## src/design/ssm_map.svh

```systemverilog
// Purpose: shared constants for the string multiply sequencer
// Assumes: 24-bit words, 14-bit core memory address, 25 MHz system clock
// Notes: offsets are byte addresses on the plain register port
`ifndef SSM_MAP_SVH
`define SSM_MAP_SVH

`define SSM_WORD_W 24
`define SSM_ADDR_W 14
`define SSM_OPC_HI 23
`define SSM_OPC_LO 18
`define SSM_IDX_HI 17
`define SSM_IDX_LO 15
`define SSM_OPA_HI 13
`define SSM_SIGN_BIT 23
`define SSM_OPC_MULTIPLY 6'h2D
`define SSM_IDX_NONE 3'h0
`define SSM_Q_CELL 14'h0008

`define SSM_SLOT_ADDR 3'h1
`define SSM_SLOT_WAIT 3'h2
`define SSM_SLOT_T3 3'h3
`define SSM_SLOT_T4 3'h4
`define SSM_SLOT_RELEASE 3'h5
`define SSM_SLOT_ENV6 3'h6

`define SSM_DTC_IDLE 5'h18
`define SSM_DTC_ARITH 5'h16
`define SSM_DTC_SHIFT 5'h17
`define SSM_J_PRESET 5'h07
`define SSM_J_DONE 5'h1F

`define SSM_CLK_PERIOD_NS 40
`define SSM_MEM_WINDOW_NS 1600
`define SSM_MEM_WINDOW_CYC ((`SSM_MEM_WINDOW_NS + `SSM_CLK_PERIOD_NS - 1) / `SSM_CLK_PERIOD_NS)

`define SSM_REG_A 8'h00
`define SSM_REG_STATUS 8'h04
`define SSM_REG_B 8'h08
`define SSM_REG_IR 8'h0C
`define SSM_ST_MULDIV 0
`define SSM_ST_EXEC 1
`define SSM_ST_RUN 2
`define SSM_ST_OVF 3
`define SSM_ST_BUSY 4
`define SSM_ST_UNSUP 5

`endif

```

## src/design/ssm_pkg.sv

```systemverilog
// Purpose: types for the string multiply sequencer
// Assumes: constants come from ssm_map.svh
// Notes: states follow the instruction sequence states
package ssm_pkg;
    typedef enum logic [2:0] {
        SSM_IDLE,
        SSM_S1,
        SSM_S3,
        SSM_S4,
        SSM_S5
    } ssm_state_type;
endpackage

```

## src/design/ssm_alu_if.sv

```systemverilog
// Purpose: operand and result bundle between sequencer and adder
// Assumes: 24-bit two's complement words
// Notes: purely combinational signals
`timescale 1ns/10ps
`include "ssm_map.svh"
interface ssm_alu_if;
    logic [`SSM_WORD_W-1:0] opa;
    logic [`SSM_WORD_W-1:0] opb;
    logic sub;
    logic [`SSM_WORD_W-1:0] sum;
    logic ovf;
    modport user (output opa, output opb, output sub, input sum, input ovf);
    modport unit (input opa, input opb, input sub, output sum, output ovf);
endinterface

```

## src/design/ssm_addsub.sv

```systemverilog
// Purpose: 24-bit adder/subtractor with signed overflow
// Assumes: operands are two's complement
// Notes: combinational; the sequencer decides when the result is used
`timescale 1ns/10ps
`include "ssm_map.svh"
module ssm_addsub (
    ssm_alu_if.unit alu // operand and result bundle
);
    logic [`SSM_WORD_W-1:0] opb_eff;
    logic [`SSM_WORD_W:0] wide;

    // subtract as add of the complement plus one
    assign opb_eff = alu.sub ? ~alu.opb : alu.opb;
    assign wide = {1'b0, alu.opa} + {1'b0, opb_eff} + {{`SSM_WORD_W{1'b0}}, alu.sub};
    assign alu.sum = wide[`SSM_WORD_W-1:0];
    // overflow when operand signs agree and the result sign differs
    assign alu.ovf = (alu.opa[`SSM_SIGN_BIT] == opb_eff[`SSM_SIGN_BIT]) &&
                     (alu.sum[`SSM_SIGN_BIT] != alu.opa[`SSM_SIGN_BIT]);
endmodule

```

## src/design/ssm_sequencer.sv

```systemverilog
// Purpose: sequencing and datapath of the string-recoded signed multiply
// Assumes: core memory answers each request with one ready pulse
// Notes: non-multiply or indexed instructions end after state 1 as unsupported
//
// Chosen here: the register offsets and the plain strobed port.
`timescale 1ns/10ps
`include "ssm_map.svh"
module ssm_sequencer (
    input wire logic clk_sys_in, // system clock
    input wire logic rst_b_in, // synchronous reset, active low
    input wire logic start_in, // begin an instruction at pc_in
    input wire logic [`SSM_ADDR_W-1:0] pc_in, // instruction address
    output logic mem_req_out, // memory request pulse
    output logic mem_we_out, // request is a write
    output logic [`SSM_ADDR_W-1:0] mem_addr_out, // memory address
    output logic [`SSM_WORD_W-1:0] mem_wdata_out, // memory write data
    input wire logic [`SSM_WORD_W-1:0] mem_rdata_in, // memory read data
    input wire logic mem_ready_in, // memory answer pulse
    input wire logic [7:0] reg_addr_in, // register byte address
    input wire logic [31:0] reg_wdata_in, // register write data
    input wire logic reg_wr_in, // register write strobe
    input wire logic reg_rd_in, // register read strobe
    output logic [31:0] reg_rdata_out, // register read data
    output logic muldiv_active_flag_out, // multiply/divide flag, set in state 3, held until the next state 1
    output logic execute_phase_flag_out, // execute flag
    output logic run_of_ones_flag_out, // inside a run of ones
    output logic overflow_flag_out, // sticky overflow
    output logic busy_out, // sequence running
    output logic done_out // instruction finished pulse
);
    ssm_pkg::ssm_state_type state;
    logic [2:0] slot;
    logic [4:0] dtc, jcnt;
    logic [5:0] win_cnt;
    logic [`SSM_ADDR_W-1:0] pc;
    logic [`SSM_WORD_W-1:0] a_reg, b_reg, ir;
    logic fixup, ofl_corr, unsupported;
    logic muldiv_active_flag, execute_phase_flag, run_of_ones_flag, overflow_flag;
    logic is_multiply, in_loop, bit_count_done, step_add, step_sub, fix_add, fix_sub;
    logic do_arith, shift_pair_right, last_pulse_enable, win_done, mem_taken;
    ssm_alu_if alu ();
    ssm_addsub u_addsub (.alu(alu));

    assign is_multiply = (ir[`SSM_OPC_HI:`SSM_OPC_LO] == `SSM_OPC_MULTIPLY) &&
                         (ir[`SSM_IDX_HI:`SSM_IDX_LO] == `SSM_IDX_NONE);
    assign in_loop = (state == ssm_pkg::SSM_S4) && (slot == `SSM_SLOT_ENV6);
    assign bit_count_done = (jcnt == `SSM_J_DONE);
    assign mem_taken = (slot == `SSM_SLOT_WAIT) && mem_ready_in;
    assign win_done = (win_cnt >= 6'(`SSM_MEM_WINDOW_CYC - 1));

    // string recoding: low two multiplier bits plus run flag
    always_comb begin
        step_add = 1'b0;
        step_sub = 1'b0;
        if (!run_of_ones_flag) begin
            step_add = (b_reg[1:0] == 2'h1);
            step_sub = (b_reg[1:0] == 2'h3);
        end else begin
            step_add = (b_reg[1:0] == 2'h0);
            step_sub = (b_reg[1:0] == 2'h2);
        end
    end

    // fix-up against the multiplier sign left in B23
    assign fix_add = !b_reg[`SSM_SIGN_BIT] && run_of_ones_flag;
    assign fix_sub = b_reg[`SSM_SIGN_BIT] && !run_of_ones_flag;

    assign do_arith = in_loop && (dtc == `SSM_DTC_ARITH);
    assign shift_pair_right = in_loop && !fixup &&
        ((dtc == `SSM_DTC_SHIFT) ||
         ((dtc == `SSM_DTC_IDLE) && !bit_count_done && !step_add && !step_sub));
    // the fix-up step ends the state without a shift
    assign last_pulse_enable = in_loop &&
        (((dtc == `SSM_DTC_SHIFT) && fixup) ||
         ((dtc == `SSM_DTC_IDLE) && bit_count_done && !fix_add && !fix_sub));

    // state 3 passes B through the adder alone; state 4 combines A with IR
    always_comb begin
        if (state == ssm_pkg::SSM_S3) begin
            alu.opa = {`SSM_WORD_W{1'b0}};
            alu.opb = b_reg;
            alu.sub = 1'b0;
        end else begin
            alu.opa = a_reg;
            alu.opb = ir;
            alu.sub = fixup ? fix_sub : step_sub;
        end
    end

    // sequence states and time slots
    always_ff @(posedge clk_sys_in) begin
        if (!rst_b_in) begin
            state <= ssm_pkg::SSM_IDLE;
            slot <= `SSM_SLOT_ADDR;
        end else begin
            case (state)
                ssm_pkg::SSM_IDLE: begin
                    if (start_in) begin
                        state <= ssm_pkg::SSM_S1;
                        slot <= `SSM_SLOT_ADDR;
                    end
                end
                ssm_pkg::SSM_S1, ssm_pkg::SSM_S3: begin
                    if (slot == `SSM_SLOT_ADDR) begin
                        slot <= `SSM_SLOT_WAIT;
                    end else if (slot == `SSM_SLOT_WAIT) begin
                        if (mem_ready_in) begin
                            slot <= `SSM_SLOT_T3;
                        end
                    end else if (slot == `SSM_SLOT_RELEASE) begin
                        slot <= `SSM_SLOT_ADDR;
                        if (state == ssm_pkg::SSM_S3) begin
                            state <= ssm_pkg::SSM_S4;
                        end else if (is_multiply) begin
                            state <= ssm_pkg::SSM_S3;
                        end else begin
                            state <= ssm_pkg::SSM_IDLE;
                        end
                    end else begin
                        slot <= slot + 3'h1;
                    end
                end
                ssm_pkg::SSM_S4: begin
                    if (slot == `SSM_SLOT_ADDR) begin
                        slot <= `SSM_SLOT_WAIT;
                    end else if (slot == `SSM_SLOT_WAIT) begin
                        if (mem_ready_in) begin
                            slot <= `SSM_SLOT_T3;
                        end
                    end else if (slot == `SSM_SLOT_RELEASE) begin
                        if (win_done) begin
                            slot <= `SSM_SLOT_ENV6;
                        end
                    end else if (slot == `SSM_SLOT_ENV6) begin
                        if (last_pulse_enable) begin
                            state <= ssm_pkg::SSM_S5;
                            slot <= `SSM_SLOT_ADDR;
                        end
                    end else begin
                        slot <= slot + 3'h1;
                    end
                end
                ssm_pkg::SSM_S5: begin
                    if (slot == `SSM_SLOT_ADDR) begin
                        slot <= `SSM_SLOT_WAIT;
                    end else if (mem_ready_in) begin
                        state <= ssm_pkg::SSM_IDLE;
                        slot <= `SSM_SLOT_ADDR;
                    end
                end
                default: begin
                    state <= ssm_pkg::SSM_IDLE;
                    slot <= `SSM_SLOT_ADDR;
                end
            endcase
        end
    end

    // memory window timer, only counts while in state 4
    always_ff @(posedge clk_sys_in) begin
        if (!rst_b_in) begin
            win_cnt <= 6'h00;
        end else if (state != ssm_pkg::SSM_S4) begin
            win_cnt <= 6'h00;
        end else if (!win_done) begin
            win_cnt <= win_cnt + 6'h01;
        end
    end

    // delay-time counter, bit counter and fix-up marker
    always_ff @(posedge clk_sys_in) begin
        if (!rst_b_in) begin
            dtc <= `SSM_DTC_IDLE;
            jcnt <= `SSM_J_PRESET;
            fixup <= 1'b0;
        end else if ((state == ssm_pkg::SSM_S4) && (slot == `SSM_SLOT_T3)) begin
            dtc <= `SSM_DTC_IDLE;
            jcnt <= `SSM_J_PRESET;
            fixup <= 1'b0;
        end else if ((state == ssm_pkg::SSM_S4) && (slot == `SSM_SLOT_RELEASE) && win_done) begin
            jcnt <= jcnt + 5'h01;
        end else if (in_loop) begin
            case (dtc)
                `SSM_DTC_IDLE: begin
                    if (!bit_count_done) begin
                        if (step_add || step_sub) begin
                            dtc <= `SSM_DTC_ARITH;
                        end else begin
                            jcnt <= jcnt + 5'h01;
                        end
                    end else if (fix_add || fix_sub) begin
                        dtc <= `SSM_DTC_ARITH;
                        fixup <= 1'b1;
                    end
                end
                `SSM_DTC_ARITH: dtc <= `SSM_DTC_SHIFT;
                `SSM_DTC_SHIFT: begin
                    dtc <= `SSM_DTC_IDLE;
                    if (fixup) begin
                        fixup <= 1'b0;
                    end else begin
                        jcnt <= jcnt + 5'h01;
                    end
                end
                default: dtc <= `SSM_DTC_IDLE;
            endcase
        end
    end

    // A register: software load while idle, sum at arith, shift after
    always_ff @(posedge clk_sys_in) begin
        if (!rst_b_in) begin
            a_reg <= {`SSM_WORD_W{1'b0}};
        end else if ((state == ssm_pkg::SSM_IDLE) && reg_wr_in && (reg_addr_in == `SSM_REG_A)) begin
            a_reg <= reg_wdata_in[`SSM_WORD_W-1:0];
        end else if (do_arith) begin
            a_reg <= alu.sum;
        end else if (shift_pair_right) begin
            // true sign is inverted when the last sum overflowed
            a_reg <= {a_reg[`SSM_SIGN_BIT] ^ ofl_corr,
                      a_reg[`SSM_SIGN_BIT:1]};
        end
    end

    // overflow correction marker for the next shift
    always_ff @(posedge clk_sys_in) begin
        if (!rst_b_in) begin
            ofl_corr <= 1'b0;
        end else if (do_arith) begin
            ofl_corr <= alu.ovf;
        end else if (shift_pair_right || (state == ssm_pkg::SSM_S3)) begin
            ofl_corr <= 1'b0;
        end
    end

    // B register: operands from memory, pair shift, sign clear in state 5
    always_ff @(posedge clk_sys_in) begin
        if (!rst_b_in) begin
            b_reg <= {`SSM_WORD_W{1'b0}};
        end else if (mem_taken && ((state == ssm_pkg::SSM_S3) || (state == ssm_pkg::SSM_S4))) begin
            b_reg <= mem_rdata_in;
        end else if (shift_pair_right) begin
            // multiplier sign stays in B23 for the fix-up decision
            b_reg <= {b_reg[`SSM_SIGN_BIT], a_reg[0],
                      b_reg[`SSM_SIGN_BIT-1:1]};
        end else if ((state == ssm_pkg::SSM_S5) && (slot == `SSM_SLOT_ADDR)) begin
            b_reg[`SSM_SIGN_BIT] <= 1'b0;
        end
    end

    // instruction register: fetched word, later the multiplicand
    always_ff @(posedge clk_sys_in) begin
        if (!rst_b_in) begin
            ir <= {`SSM_WORD_W{1'b0}};
        end else if (mem_taken && (state == ssm_pkg::SSM_S1)) begin
            ir <= mem_rdata_in;
        end else if ((state == ssm_pkg::SSM_S3) && (slot == `SSM_SLOT_T4)) begin
            ir <= alu.sum;
        end
    end

    // sequencing flags; reset clears them all
    always_ff @(posedge clk_sys_in) begin
        if (!rst_b_in) begin
            muldiv_active_flag <= 1'b0;
            execute_phase_flag <= 1'b0;
        end else if ((state == ssm_pkg::SSM_S1) && (slot == `SSM_SLOT_ADDR)) begin
            muldiv_active_flag <= 1'b0;
        end else if ((state == ssm_pkg::SSM_S3) && (slot == `SSM_SLOT_T3)) begin
            muldiv_active_flag <= 1'b1;
            execute_phase_flag <= 1'b0;
        end
    end

    // run-of-ones flag clears at state 4 slot 3, then changes only with the pair shift
    always_ff @(posedge clk_sys_in) begin
        if (!rst_b_in) begin
            run_of_ones_flag <= 1'b0;
        end else if ((state == ssm_pkg::SSM_S4) && (slot == `SSM_SLOT_T3)) begin
            run_of_ones_flag <= 1'b0;
        end else if (shift_pair_right) begin
            if (!run_of_ones_flag && (b_reg[1:0] == 2'h3)) begin
                run_of_ones_flag <= 1'b1;
            end else if (run_of_ones_flag && (b_reg[1:0] == 2'h0)) begin
                run_of_ones_flag <= 1'b0;
            end
        end
    end

    // sticky overflow; a fix-up overflow wins over a software clear
    always_ff @(posedge clk_sys_in) begin
        if (!rst_b_in) begin
            overflow_flag <= 1'b0;
        end else if (in_loop && fixup && (dtc == `SSM_DTC_SHIFT) && ofl_corr) begin
            overflow_flag <= 1'b1;
        end else if (reg_wr_in && (reg_addr_in == `SSM_REG_STATUS) &&
                     reg_wdata_in[`SSM_ST_OVF]) begin
            overflow_flag <= 1'b0;
        end
    end

    // unsupported instruction marker and done pulse
    always_ff @(posedge clk_sys_in) begin
        if (!rst_b_in) begin
            unsupported <= 1'b0;
            done_out <= 1'b0;
        end else begin
            done_out <= 1'b0;
            if ((state == ssm_pkg::SSM_S1) && (slot == `SSM_SLOT_RELEASE)) begin
                unsupported <= !is_multiply;
                done_out <= !is_multiply;
            end else if ((state == ssm_pkg::SSM_S5) && mem_taken) begin
                done_out <= 1'b1;
            end
        end
    end

    // memory port: one request pulse per state, write flag, address and data held until the next
    always_ff @(posedge clk_sys_in) begin
        if (!rst_b_in) begin
            pc <= {`SSM_ADDR_W{1'b0}};
            mem_req_out <= 1'b0;
            mem_we_out <= 1'b0;
            mem_addr_out <= {`SSM_ADDR_W{1'b0}};
            mem_wdata_out <= {`SSM_WORD_W{1'b0}};
        end else begin
            mem_req_out <= 1'b0;
            if ((state == ssm_pkg::SSM_IDLE) && start_in) begin
                pc <= pc_in;
            end
            // idle also sits in the address slot but makes no request
            if ((slot == `SSM_SLOT_ADDR) && (state != ssm_pkg::SSM_IDLE)) begin
                mem_req_out <= 1'b1;
                mem_we_out <= (state == ssm_pkg::SSM_S5);
                case (state)
                    ssm_pkg::SSM_S1: mem_addr_out <= pc;
                    ssm_pkg::SSM_S3: mem_addr_out <= ir[`SSM_OPA_HI:0];
                    default: mem_addr_out <= `SSM_Q_CELL;
                endcase
                mem_wdata_out <= {1'b0, b_reg[`SSM_SIGN_BIT-1:0]};
            end
        end
    end

    // register read port; data valid only in the cycle after the strobe
    always_ff @(posedge clk_sys_in) begin
        if (!rst_b_in) begin
            reg_rdata_out <= 32'h00000000;
        end else if (reg_rd_in) begin
            case (reg_addr_in)
                `SSM_REG_A: reg_rdata_out <= {8'h00, a_reg};
                `SSM_REG_B: reg_rdata_out <= {8'h00, b_reg};
                `SSM_REG_IR: reg_rdata_out <= {8'h00, ir};
                `SSM_REG_STATUS: reg_rdata_out <= {26'h0, unsupported, busy_out, overflow_flag,
                    run_of_ones_flag, execute_phase_flag, muldiv_active_flag};
                default: reg_rdata_out <= 32'h00000000;
            endcase
        end else begin
            reg_rdata_out <= 32'h00000000;
        end
    end

    assign busy_out = (state != ssm_pkg::SSM_IDLE);
    assign muldiv_active_flag_out = muldiv_active_flag;
    assign execute_phase_flag_out = execute_phase_flag;
    assign run_of_ones_flag_out = run_of_ones_flag;
    assign overflow_flag_out = overflow_flag;
endmodule

```

## config.mk

```make
export PLATFORM = sky130hd
export DESIGN_NAME = ssm_sequencer
export DESIGN_NICKNAME = d
export VERILOG_FILES = /design/src/design/ssm_pkg.sv /design/src/design/ssm_alu_if.sv /design/src/design/ssm_addsub.sv /design/src/design/ssm_sequencer.sv
export VERILOG_INCLUDE_DIRS = /design/src /design/src/design
export SDC_FILE = /design/constraint.sdc
export NUM_CORES = 1
export LEC_CHECK = 0
export BUFFER_PORTS_ARGS = -buffer_cell sky130_fd_sc_hd__clkbuf_2
export CELL_PAD_IN_SITES_DETAIL_PLACEMENT = 1
export CELL_PAD_IN_SITES_GLOBAL_PLACEMENT = 2
export CORE_MARGIN = 3
export CORE_UTILIZATION = 33
export DETAILED_ROUTE_END_ITERATION = 8
export PLACE_DENSITY = 0.76
export SKIP_LAST_GASP = 1
export SYNTH_ARGS = -nofsm -noshare
export SYNTH_HDL_FRONTEND = slang
export SYNTH_SLANG_ARGS = --single-unit
```

## constraint.sdc

```tcl
create_clock -name clk_sys_in -period 3.7 [get_ports clk_sys_in]
set_input_delay 0.185 -clock clk_sys_in [delete_from_list [all_inputs] [get_ports clk_sys_in]]
set_output_delay 0.185 -clock clk_sys_in [all_outputs]
set_load 0.02 [all_outputs]
```

==> After elaboration in Yosys (flattened, before gate mapping) <==
Cells that the tools add are included.
{ "word_totals": {"ff_bits": 186, "input_bits": 84, "out_inout_bits": 78, "elab_cells": 226} }
{ "classes": {"n_addsub": 5, "order_cmp": 1, "n_eq_ne": 46, "mux": 67, "bitwise": 4, "n_reduce_logical": 81} }
{ "ops": {"columns": ["cell", "n"], "rows": [
  ["$mux 24", 9],
  ["$pmux 24 s4", 1],
  ["$mux 3", 23],
  ["$mux 5", 8],
  ["$logic_and 1x1->1", 39],
  ["$pmux 14 s2", 1],
  ["$add 24x1->24", 1],
  ["$add 24x24->24", 1],
  ["$ne 2x2->1 const B", 12],
  ["$not 24->24", 1],
  ["$pmux 3 s4", 2],
  ["$mux 23", 1],
  ["$eq 5x5->1 const B", 4],
  ["$pmux 5 s2", 2],
  ["$mux 1", 17],
  ["$eq 8x4->1 const B", 2],
  ["$reduce_bool 2->1", 8],
  ["$ne 3x2->1 const B", 5],
  ["$eq 3x2->1 const B", 4],
  ["$eq 3x3->1 const B", 4],
  ["$reduce_and 11->1", 1],
  ["$reduce_and 5->1", 2],
  ["$logic_not 1->1", 9],
  ["$reduce_bool 3->1", 3],
  ["26 further kinds", 44]
]} }

==> Longest topological paths before layout <==
Gate-level depths: netlist of the first run.
{ "logic_depth": {"depth_word": 13, "depth_mapped": 16, "mapped_depth_nobuf": 16} }

==> Modules after synthesis <==
Synthesis of the first run repeated with hierarchy kept, for this count alone.
{ "hier_totals": {"hier_cells": 1150, "area_unflattened_um2": 9972.1} }
{ "modules_own_cells": {"columns": ["mod", "n_inst", "cells_per_inst", "area_per_inst_um2", "seq_area_each_um2"], "rows": [
  ["ssm_sequencer", 1, 936, 8400.6, 3523.4],
  ["ssm_addsub", 1, 214, 1571.5, 0.0]
]} }

==> Least setup slack after synthesis of the first run <==
No wires, ideal clock.
{ "synth_path": {"path_kind": "register to register", "startpoint": "register run_of_ones_flag (netlist: run_of_ones_flag_out)", "endpoint": "register ir[23]", "setup_time_ps": 134, "arrival_time_ps": 3237, "t_required_ps": 3566, "setup_slack_ps": 329, "path_stages_with_launch": 15, "n_path_buf": 2, "period_less_slack_ps": 3371, "cell_sequence": "dfxtp_1 > xnor2_2 > o21ai_2 > buf_2 > xnor2_1 > a21oi_1 > ha_1 > clkbuf_1 > nand2_1 > nor4_1 > a22oi_1 > a211oi_1 > nor3_4 > xnor2_1 > o22ai_1"} }
{ "synth_via": {"elab_chain_len": 9, "word_cells_on_any_way": 10, "classes_between": "add/sub (2); mux (6); reduce/logical (2)"} }
{ "synth_rtl": {"columns": ["item", "line", "rtl"], "rows": [
  ["start: declaration", "ssm_sequencer.sv:38", "logic muldiv_active_flag, execute_phase_flag, run_of_ones_flag, overflow_flag;"],
  ["start signal: assignment", "ssm_sequencer.sv:278", "run_of_ones_flag <= 1'b0;"],
  ["start signal: assignment", "ssm_sequencer.sv:280", "run_of_ones_flag <= 1'b0;"],
  ["start signal: assignment", "ssm_sequencer.sv:283", "run_of_ones_flag <= 1'b1;"],
  ["$logic_not 1->1", "ssm_sequencer.sv:66", "assign fix_sub = b_reg[`SSM_SIGN_BIT] && !run_of_ones_flag;"],
  ["$logic_and 1x1->1", "ssm_sequencer.sv:66", null],
  ["$mux 1 (*)", "ssm_sequencer.sv:86", "alu.sub = fixup ? fix_sub : step_sub;"],
  ["$mux 1 (*)", "ssm_sequencer.sv:79", "if (state == ssm_pkg::SSM_S3) begin"],
  ["$mux 24", "ssm_addsub.sv:13", "assign opb_eff = alu.sub ? ~alu.opb : alu.opb;"],
  ["$add 24x24->24", "ssm_addsub.sv:14", "assign wide = {1'b0, alu.opa} + {1'b0, opb_eff} + {{`SSM_WORD_W{1'b0}}, alu.sub};"],
  ["$add 24x1->24 (*)", "ssm_addsub.sv:14", null],
  ["$mux 24 (*)", "ssm_sequencer.sv:257", "end else if ((state == ssm_pkg::SSM_S3) && (slot == `SSM_SLOT_T4)) begin"],
  ["$mux 24 (*)", "ssm_sequencer.sv:255", "end else if (mem_taken && (state == ssm_pkg::SSM_S1)) begin"],
  ["end signal: assignment", "ssm_sequencer.sv:254", "ir <= {`SSM_WORD_W{1'b0}};"],
  ["end signal: assignment", "ssm_sequencer.sv:256", "ir <= mem_rdata_in;"],
  ["end signal: assignment", "ssm_sequencer.sv:258", "ir <= alu.sum;"],
  ["end: declaration", "ssm_sequencer.sv:36", "logic [`SSM_WORD_W-1:0] a_reg, b_reg, ir;"]
]} }
Every way passes the cells marked *; elsewhere a longest branch is shown, timed or not. The select of a mux whose other input is x is not followed.
A chain may end at the register's enable or synchronous reset.

==> Final worst setup path of the first run <==
{ "layout_path": {"startpoint": "register run_of_ones_flag (netlist: run_of_ones_flag_out)", "endpoint": "register a_reg[15]"} }
{ "layout_via": {"elab_chain_len": 9, "word_cells_on_any_way": 18, "classes_between": "add/sub (2); mux (7); reduce/logical (9)"} }
{ "layout_rtl": {"columns": ["item", "line", "rtl"], "rows": [
  ["$logic_not 1->1", "ssm_sequencer.sv:66", null],
  ["$logic_and 1x1->1", "ssm_sequencer.sv:66", null],
  ["$mux 1", "ssm_sequencer.sv:86", null],
  ["$mux 1", "ssm_sequencer.sv:79", null],
  ["$mux 24", "ssm_addsub.sv:13", null],
  ["$add 24x24->24", "ssm_addsub.sv:14", null],
  ["$add 24x1->24", "ssm_addsub.sv:14", null],
  ["$mux 24", "ssm_sequencer.sv:216", "end else if (do_arith) begin"],
  ["$mux 24", "ssm_sequencer.sv:214", "end else if ((state == ssm_pkg::SSM_IDLE) && reg_wr_in && (reg_addr_in == `SSM_REG_A)) begin"],
  ["end signal: assignment", "ssm_sequencer.sv:213", "a_reg <= {`SSM_WORD_W{1'b0}};"],
  ["end signal: assignment", "ssm_sequencer.sv:215", "a_reg <= reg_wdata_in[`SSM_WORD_W-1:0];"],
  ["end signal: assignment", "ssm_sequencer.sv:217", "a_reg <= alu.sum;"],
  ["end: declaration", "ssm_sequencer.sv:36", null]
]} }
Several ways; a longest one is shown, not always the timed one.

==> summary by stage, run 1 <==
Timing
Measured against its own limit, the worst slew margin works out to 0.4498. The largest clock skew in the final design is between 0.01 and 0.015 ns. The count of endpoints failing hold in the final timing report is 0. Setup repair after global routing left no endpoint under its margin. The number of max-slew violations in the final report is 0. For the pin with the worst max-slew slack, the measured transition is between 0.8 and 0.9 ns. Counting I/O delays and the setup requirement, the final critical path takes 3.411 ns. The hold slack is roughly 0.043 ns. The setup TNS after final layout is 0 ns. The post-route worst setup slack is 0.2890 ns. The setup violation total in the final timing report is 0. The fraction of the cycle the final worst path needs is 0.9219. The upper clock frequency limit is 293.2 MHz.

Clocking
The number of buffers on the longest clock path is 2. After clock tree synthesis, the clock-pin slew on the worst setup and hold paths is approximately 0.070 ns. The tree is rooted in a clkbuf_16. The later pin in the worst-skew pair is clocked with a latency of 0.44 ns. The H-tree was split into 4 levels. The post-CTS setup buffer count is 0. The number of clock sinks is 176. TritonCTS built the clock tree.

The CTS buffer count is 17.

Placement
The number of placed instances, taps included, is 1,708. The quantity of I/O buffers inserted on ports is 143. Once detailed placement completed, the half-perimeter wirelength came to between 20,000 and 30,000 um. Summing all placed instances gives a cell area of roughly 11,000 um^2. The routability congestion estimate is roughly 0.9. The worst-case setup slack after placement is about 0.23 ns.

Routing
The total number of vias is 9,848. The wire length after detailed routing is about 38,000 um. The count of routing violations after the opening detailed-route iteration is approximately 700. The first-pass iteration count of the detailed router is 7. The DRC violations left is 0. The wire length per cell is 21.64 um. The via count normalized by instance count is about 5.6.

The remaining antenna violation count after routing is 0.

Global routing
In the global route stage, met2 resource usage came out at 0.4254. The global-route wire length before repair is 58,190 um. For met3 alone, demand over resource in global routing was 0.02774. Entering global routing, the biggest net connects 52 pins.

The most crowded layer after global routing is met2. The total overflow left after global routing is 0. The initial antenna violation count was 0.

In the global route stage, overall resource usage came out at 0.2370. The met1 demand-to-capacity share in global routing is 0.2989. The number of global-route vias before repair is around 10k.

Layout
In the final layout, the share of cells above drive strength 1 is 0.2051. The number of standard cells in the layout, taps in and fillers out is ~1.8k. After routing the design area is around 12,000 um^2. The number of antenna diodes in the final layout is 0. The top cell types in the final layout, fill and taps aside, are 175 x dfxtp_1, 172 x nand2_1, 143 x clkbuf_2, 130 x a21oi_1, 121 x nor2_1. The most common library cell in the layout ignoring fill and taps is dfxtp_1. The area growth from synthesis to layout is 19.60%. After the last flow step, the layout net total stands at 1,471.

Flow run
The number of maximum-capacitance violations is 0.

Logic synthesis
The cell count after synthesis is approximately 1.2k. The synthesized design contains 0 enable-type register cells. The portion of synthesized cell area occupied by the leading cell type is 0.3568.

The netlist uses 92 different library cells. For this run, asynchronously set or reset flops after synthesis account for 0. For this run, the register share of the synthesized area comes to 0.3568. Of all cell types, the one taking the most synthesized area is dfxtp_1. Yosys attributes the largest share of cell area to dfxtp_1 36%, a21oi_1 6.6%, nand2_1 6.5%. In this run the cell area of the synthesized design comes to about 9900 um^2. In this run the mean area of a mapped cell was around 8.1 um^2. For this run, the leading register cell type out of synthesis is dfxtp_1. The number of synthesis warnings is 0. Counting flops and latches in the post-synthesis netlist gives about 180.

Floorplan
The number of primary I/O pins is around 160. For this configuration, the core starts out at a cell density of 0.3395. The height of the die is roughly 180 um. The area of the core is between 20,000 and 30,000 um^2.

The floorplan has 62 rows. The width of the die is roughly 180 um. The die covers between 30,000 and 40,000 um^2.

Setup path
STA classifies the critical path endpoint as a flip-flop. The worst register-to-register path has a setup slack of around 0.29 ns. STA puts the critical path data required time at approximately 4.0 ns. The class of the most critical setup path is reg2reg. For the worst setup path, the data arrival time is 3.70 ns. The end of the worst register-to-register path is a_reg[15]. The peak fanout along the critical path is 16. The startpoint of the most critical register-to-register path is run_of_ones_flag_out. The number of cells on the worst reg-to-reg path is 15. The worst setup path is launched from a flip-flop.

Power
Of the total power, registers draw 0.464. The total power per unit cell area is about 360 nW/um^2. The total internal power is about 3.0 mW.

The combinational fraction of design power is 0.107. The worst supply voltage drop on vdd is 0.2671 mV. Of the total power, the share spent switching nets is 0.2965. The analysis attributes to net switching a power of about 1.3 mW. The share of total power dissipated in the clock network is 0.429.

The cell leakage power is approximately 4.5 nW.

Hold path
The worst hold path was traced through 3 stages. The launch instance of the worst min-delay path is reg_wdata_in[4]. The hold path endpoint is a_reg[4]. The worst hold path belongs to the class in2reg.

Run status
The run finished with clean final reports.
[repair_timing]
action | 4_1_cts | 5_1_grt
hold endpoints to repair | 15 | 0
resized for setup | 0 | 7
endpoints found under the setup margin | 0 | 15
hold buffers | 15 | 0
[per-layer routing]
metal / wire [um] / vias up / share of wire
li1: - / 4674 / -
met1: 16200 / 4871 / 0.43
met2: 19460 / 258 / 0.51
met3: 1442 / 45 / 0.038
met4: 847 / 0 / 0.022
met5: 0 / - / 0
[kinds of logic after synthesis]
logic type,after synthesis,share of synthesized area
flops,176,0.3568
fa+ha+maj,29,0.03750
simple gates,442,0.2131
mux,32,0.04143
other cells,1,0.0003797
xor+xnor,50,0.04510
compound gates,375,0.2547
buf+inv,115,0.05106
[cell type report]
class                   instances  area [um^2]
fillers                      3530        17280
flip-flops and latches        176         3525
well taps                     384        480.5
multi-input cells             938         5911
clock buffers                  17        425.4
inverters                      19        73.82
repair buffers                206         1251
clock inverters                14        145.1
[synthesized netlist by cell type (4+ instances only)]
library cell  number
and2_1             6
o21ai_1           17
o211ai_1           4
nand3b_1           4
nor3b_1            6
inv_1             18
a211oi_1          14
o21a_1             6
a22o_1             8
o22ai_1           20
a21oi_1          130
ha_1              28
and3_1             6
a22oi_1           63
buf_2             16
mux2_2            21
nand3_1           18
clkbuf_1          63
a21o_1             8
nor3_1            24
a311oi_1           4
xnor2_1           38
mux2i_1            6
a222oi_1          15
o21ai_0           20
xor2_1            11
nand2b_1           8
nor2b_1           36
dfxtp_1          176
nand2_1          172
a31oi_1           16
a221oi_1          14
nand4_1            8
nor2_1           122
mux4_2             5
buf_4             14
[worst max-delay path by stage]
| stage | start | to | slack [ns] |
|---|---|---|---|
| floorplan | run_of_ones_flag_out | ir[23] | 0.33 |
| global placement | run_of_ones_flag_out | a_reg[17] | 0.24 |
| detailed placement | run_of_ones_flag_out | a_reg[17] | 0.23 |
| CTS | run_of_ones_flag_out | a_reg[17] | 0.20 |
| global route | run_of_ones_flag_out | ir[14] | 0.02 |
| finish | run_of_ones_flag_out | a_reg[15] | 0.29 |
[critical path, stage by stage, from the launching register on]
cell and delay (ns):
dfxtp_2 0.39, inv_1 0.06, ha_1 0.23, nand2_1 0.09
o21ai_2 0.10, buf_12 0.18, xnor2_1 0.13, a21oi_1 0.17
ha_1 0.31, a21oi_1 0.20, o21ai_1 0.20, a221oi_4 0.42
nand2_1 0.13, a31oi_1 0.23, xor2_1 0.31, o22ai_1 0.15
[power groups by stage]
| stage | Combinational [mW] | Sequential, mW | Clock (mW) |
|---|---|---|---|
| 6_report | 0.454 | 1.97 | 1.82 |
| 5_1_grt | 0.504 | 1.97 | 1.93 |
| 4_1_cts | 0.459 | 1.97 | 1.86 |
| 3_5_place_dp | 0.445 | 2.01 | 0 |
| 3_3_place_gp | 0.443 | 2.01 | 0 |
| 2_1_floorplan | 0.260 | 2.04 | 0 |
[through the flow]
step / util / power [mW]
2_1_floorplan: - / 2.295
3_3_place_gp: 0.3803 / 2.455
3_5_place_dp: 0.3803 / 2.458
4_1_cts: 0.4051 / 4.290
5_1_grt: 0.4060 / 4.406
6_report: 0.4060 / 4.238
Note: power is estimated with default switching activity, not from simulation.
==> run 2: changes to the inputs <==
- CORE_UTILIZATION: 33 -> 34
- PLACE_DENSITY: 0.76 -> 0.77
- SYNTH_HIERARCHICAL: not set -> 1
==> summary by stage, run 2 <==
Clocking
The register clock-pin slew on the reported worst setup and hold paths came to 0.08 ns (about the same). TritonCTS built the clock tree. The CTS buffer count was 17 (unchanged). The master cell of the clock root buffer is clkbuf_16. The insertion delay of the later-clocked pin in the worst-skew pair is 0.44 ns (about the same). The number of clock sinks is 176 (unchanged). The number of buffers on the longest clock path came to 2 (unchanged).

The H-tree depth is 4 (unchanged).

Timing
Setup repair after global routing could not meet its margin everywhere. The setup TNS after final layout is 0 ns (unchanged). The fraction of the cycle the final worst path needs is 0.9706 (+0.04872). The final critical delay including setup and external delays came to 3.591 ns (+0.1803 ns). The upper clock frequency limit is 278.5 MHz (-5.0%).

The number of max-slew violations in the final report was 0 (unchanged). The largest clock skew in the final design is 0.01846 ns (+0.004429 ns). The hold slack is 0.01648 ns (-0.02695 ns).

The count of endpoints failing hold in the final timing report came to 0 (unchanged). The transition time at the pin with the least slew margin is 1.133 ns (+0.3083 ns). The worst slew slack as a fraction of its limit was 0.2389 (-0.2109). The setup violation total in the final timing report is 0 (unchanged).

Setup path
The worst setup path is captured at a flip-flop. The critical path required time is 4.02 ns (+0.03 ns). The data arrival time at the worst-slack endpoint is 3.91 ns (+0.21 ns). The peak fanout along the critical path came to 8 (-8). The cell count of the worst reg-to-reg path is 16 (+1). The endpoint identified for the worst register-to-register timing path is a_reg[19].

The critical path is of the reg2reg type. The critical path startpoint is state[2]. In this run the critical register-to-register path is launched from state[2].

The type of element launching the critical path is a flip-flop. The worst setup slack for register-to-register paths came to 0.11 ns (-0.18 ns). The destination of the critical timing path is a_reg[19].

Routing
The total number of vias came to 9,780 (-0.69%). The first-pass iteration count of the detailed router came to 5 (-2). The via count normalized by instance count is 5.504 (-2.0%). The remaining antenna violation count after routing came to 0 (unchanged). The DRC violations left is 0 (unchanged). The count of routing violations after the opening detailed-route iteration is 622 (-11%). The wire length per cell was 20.64 um (-4.6%). The wire length after detailed routing is 36,680 um (-3.3%).

Logic synthesis
The number of synthesis warnings came to 6 (+6). The number of synthesized flops with an enable pin is 0 (unchanged). The cell count after synthesis was 1,150 (-5.7%).

The most used standard cell by instance count after synthesis is dfxtp_1. The portion of synthesized cell area occupied by the leading cell type came to 0.3533 (-0.003447). Ranked by instance count, the synthesized netlist is headed by 176 x dfxtp_1, 167 x nand2_1, 102 x a21oi_1. The most used flip-flop cell after synthesis is dfxtp_1.

The number of distinct library cells after synthesis is 85 (-7.6%). The register bit count reported by yosys was 176 (unchanged). The biggest area contributor in the post-synthesis netlist is dfxtp_1. By area the synthesized netlist is led by dfxtp_1 35%, mux2_2 7.3%, nand2_1 6.3%.

The share of synthesized flip-flops with an asynchronous set or reset is 0 (unchanged). The sequential cell area fraction in the yosys report is 0.3533 (-0.003447). The post-synthesis cell area came to 9972 um^2 (+0.98%). The average cell area after synthesis was 8.671 um^2 (+7.1%).

Power
The total power per unit cell area came to 436.0 nW/um^2 (+21%). The cell leakage power is 5.381 nW (+18%). The power after layout came to 5.627 mW (+33%). The worst supply voltage drop on vdd is 0.2718 mV (+1.8%).

Layout
The share of the core filled with cells in the final layout is 0.4485 (+0.04246). The final-stage net count is 1,493 (+1.5%). The share of layout cells above drive strength 1 is 0.2986 (+0.09353).

The filler cell count in the final layout is 3,388 (-4.0%). The layout overhead on the synthesized area is 29.44%. The count of inserted antenna diode cells is 0 (unchanged).

The number of standard cells in the layout, taps in and fillers out is 1,777 (+1.3%). The top cell types in the final layout, fill and taps aside, are 173 x dfxtp_1, 167 x nand2_1, 143 x clkbuf_2, 105 x buf_4, 97 x a21oi_1. The most common library cell in the layout ignoring fill and taps is dfxtp_1.

Placement
The total placed cells including tap cells was 1,698 (-0.59%). The quantity of I/O buffers inserted on ports came to 143 (unchanged). The HPWL after detailed placement was 26,020 um (-8.3%). The routability congestion estimate came to 0.8614 (-4.6%).

Flow run
The number of maximum-capacitance violations is 0 (unchanged).

Floorplan
The height of the die came to 177.3 um (-0.97%). The number of primary I/O pins is 162 (unchanged). The width of the die was 177.3 um (-0.97%). The area of the core is 28,780 um^2 (-1.1%). The effective utilization at floorplan is 0.3465 (+0.007008). The number of rows created at floorplan is 62 (unchanged). The full die area is 31,420 um^2 (-1.9%).

Global routing
The number of global-route vias before repair is 10.05k (+0.63%). The global-route wire length before repair came to 56,250 um (-3.3%). The maximum number of pins on one net before global-route repair is 75 (+44%). The aggregate global-route resource usage was 0.2281 (-0.008891). The residual overflow from global routing is 0 (unchanged). The initial antenna violation count is 0 (unchanged).

Run status
The flow ran to the end, and the final reports show no timing, DRC or antenna violations.

Hold path
The worst hold path belongs to the class in2reg.
-- run 2: critical path, stage by stage, from the launching register on --
cell and delay, ns:
dfxtp_2 0.32, nand2b_4 0.15, nor2_4 0.10, buf_12 0.15
buf_12 0.12, mux2_2 0.35, xor2_1 0.15, ha_1 0.35
a211oi_2 0.32, nor3b_2 0.10, a311oi_4 0.31, o2111ai_2 0.22
a41oi_4 0.23, xnor2_2 0.12, mux2_2 0.27, mux2i_1 0.13
o2bb2ai_1 0.08
-- run 2: what timing repair did --
action | 4_1_cts | 5_1_grt
hold buffers | 35 | 0
endpoints found under the hold margin | 35 | 0
setup endpoints to repair | 13 | 23
cloned | 0 | 1
pin swaps | 1 | 24
buffers inserted | 1 | 11
resized for setup | 4 | 43
-- run 2: worst min-delay path by stage --
stage                           startpoint   endpoint  slack, ns  cells after the start
after floorplan            reg_wdata_in[0]   a_reg[0]       0.30                      1
after global placement    reg_wdata_in[22]  a_reg[22]       0.39                      2
after detailed placement  reg_wdata_in[11]  a_reg[11]       0.39                      2
after CTS                  reg_wdata_in[4]   a_reg[4]      0.004                      2
after global routing       reg_wdata_in[4]   a_reg[4]       0.01                      2
final                      reg_wdata_in[4]   a_reg[4]       0.02                      2
-- run 2: area by class of cell --
| type | count | area, um^2 | area share |
|---|---|---|---|
| well taps | 384 | 480.5 | 0.03722 |
| clock buffers | 17 | 425.4 | 0.03296 |
| inverters | 18 | 67.56 | 0.005235 |
| clock inverters | 15 | 203.9 | 0.01580 |
| multi-input cells | 877 | 6212 | 0.4813 |
| repair buffers | 290 | 1991 | 0.1542 |
| flip-flops and latches | 176 | 3527 | 0.2733 |
-- run 2: report_power, final --
part	internal, mW	total [mW]	switching [mW]
Clock	0.938	1.94	0.998
Sequential	2.03	2.14	0.104
Combinational	0.555	1.56	1.00
-- run 2: logic make-up after synthesis --
family	count (synthesis)	synth area share
AO/OA/AOI/OAI	309	0.2181
XOR/XNOR	48	0.04291
adder cells (fa/ha/maj)	29	0.03714
buffers and inverters	106	0.05031
flip-flops	176	0.3533
multiplexers	99	0.1151
other	1	0.0003761
AND/OR/NAND/NOR	382	0.1828
-- run 2: routing by layer --
metal  global-route usage  routed length, um  up-vias
li1                     -                  -     4634
met5                    0                  0        -
met1               0.2996              16510     4881
met4              0.05694                690        0
met3              0.02917               1366       37
met2               0.3966              18110      228
-- run 2: per-stage QoR --
stage               area [um^2]  setup slack [ns]
global route              12910          -0.05022
global placement          11590          -0.02485
detailed placement        11590          -0.06674
floorplan                 10030          0.002983
finish                    12910            0.1087
CTS                       12610          0.003419
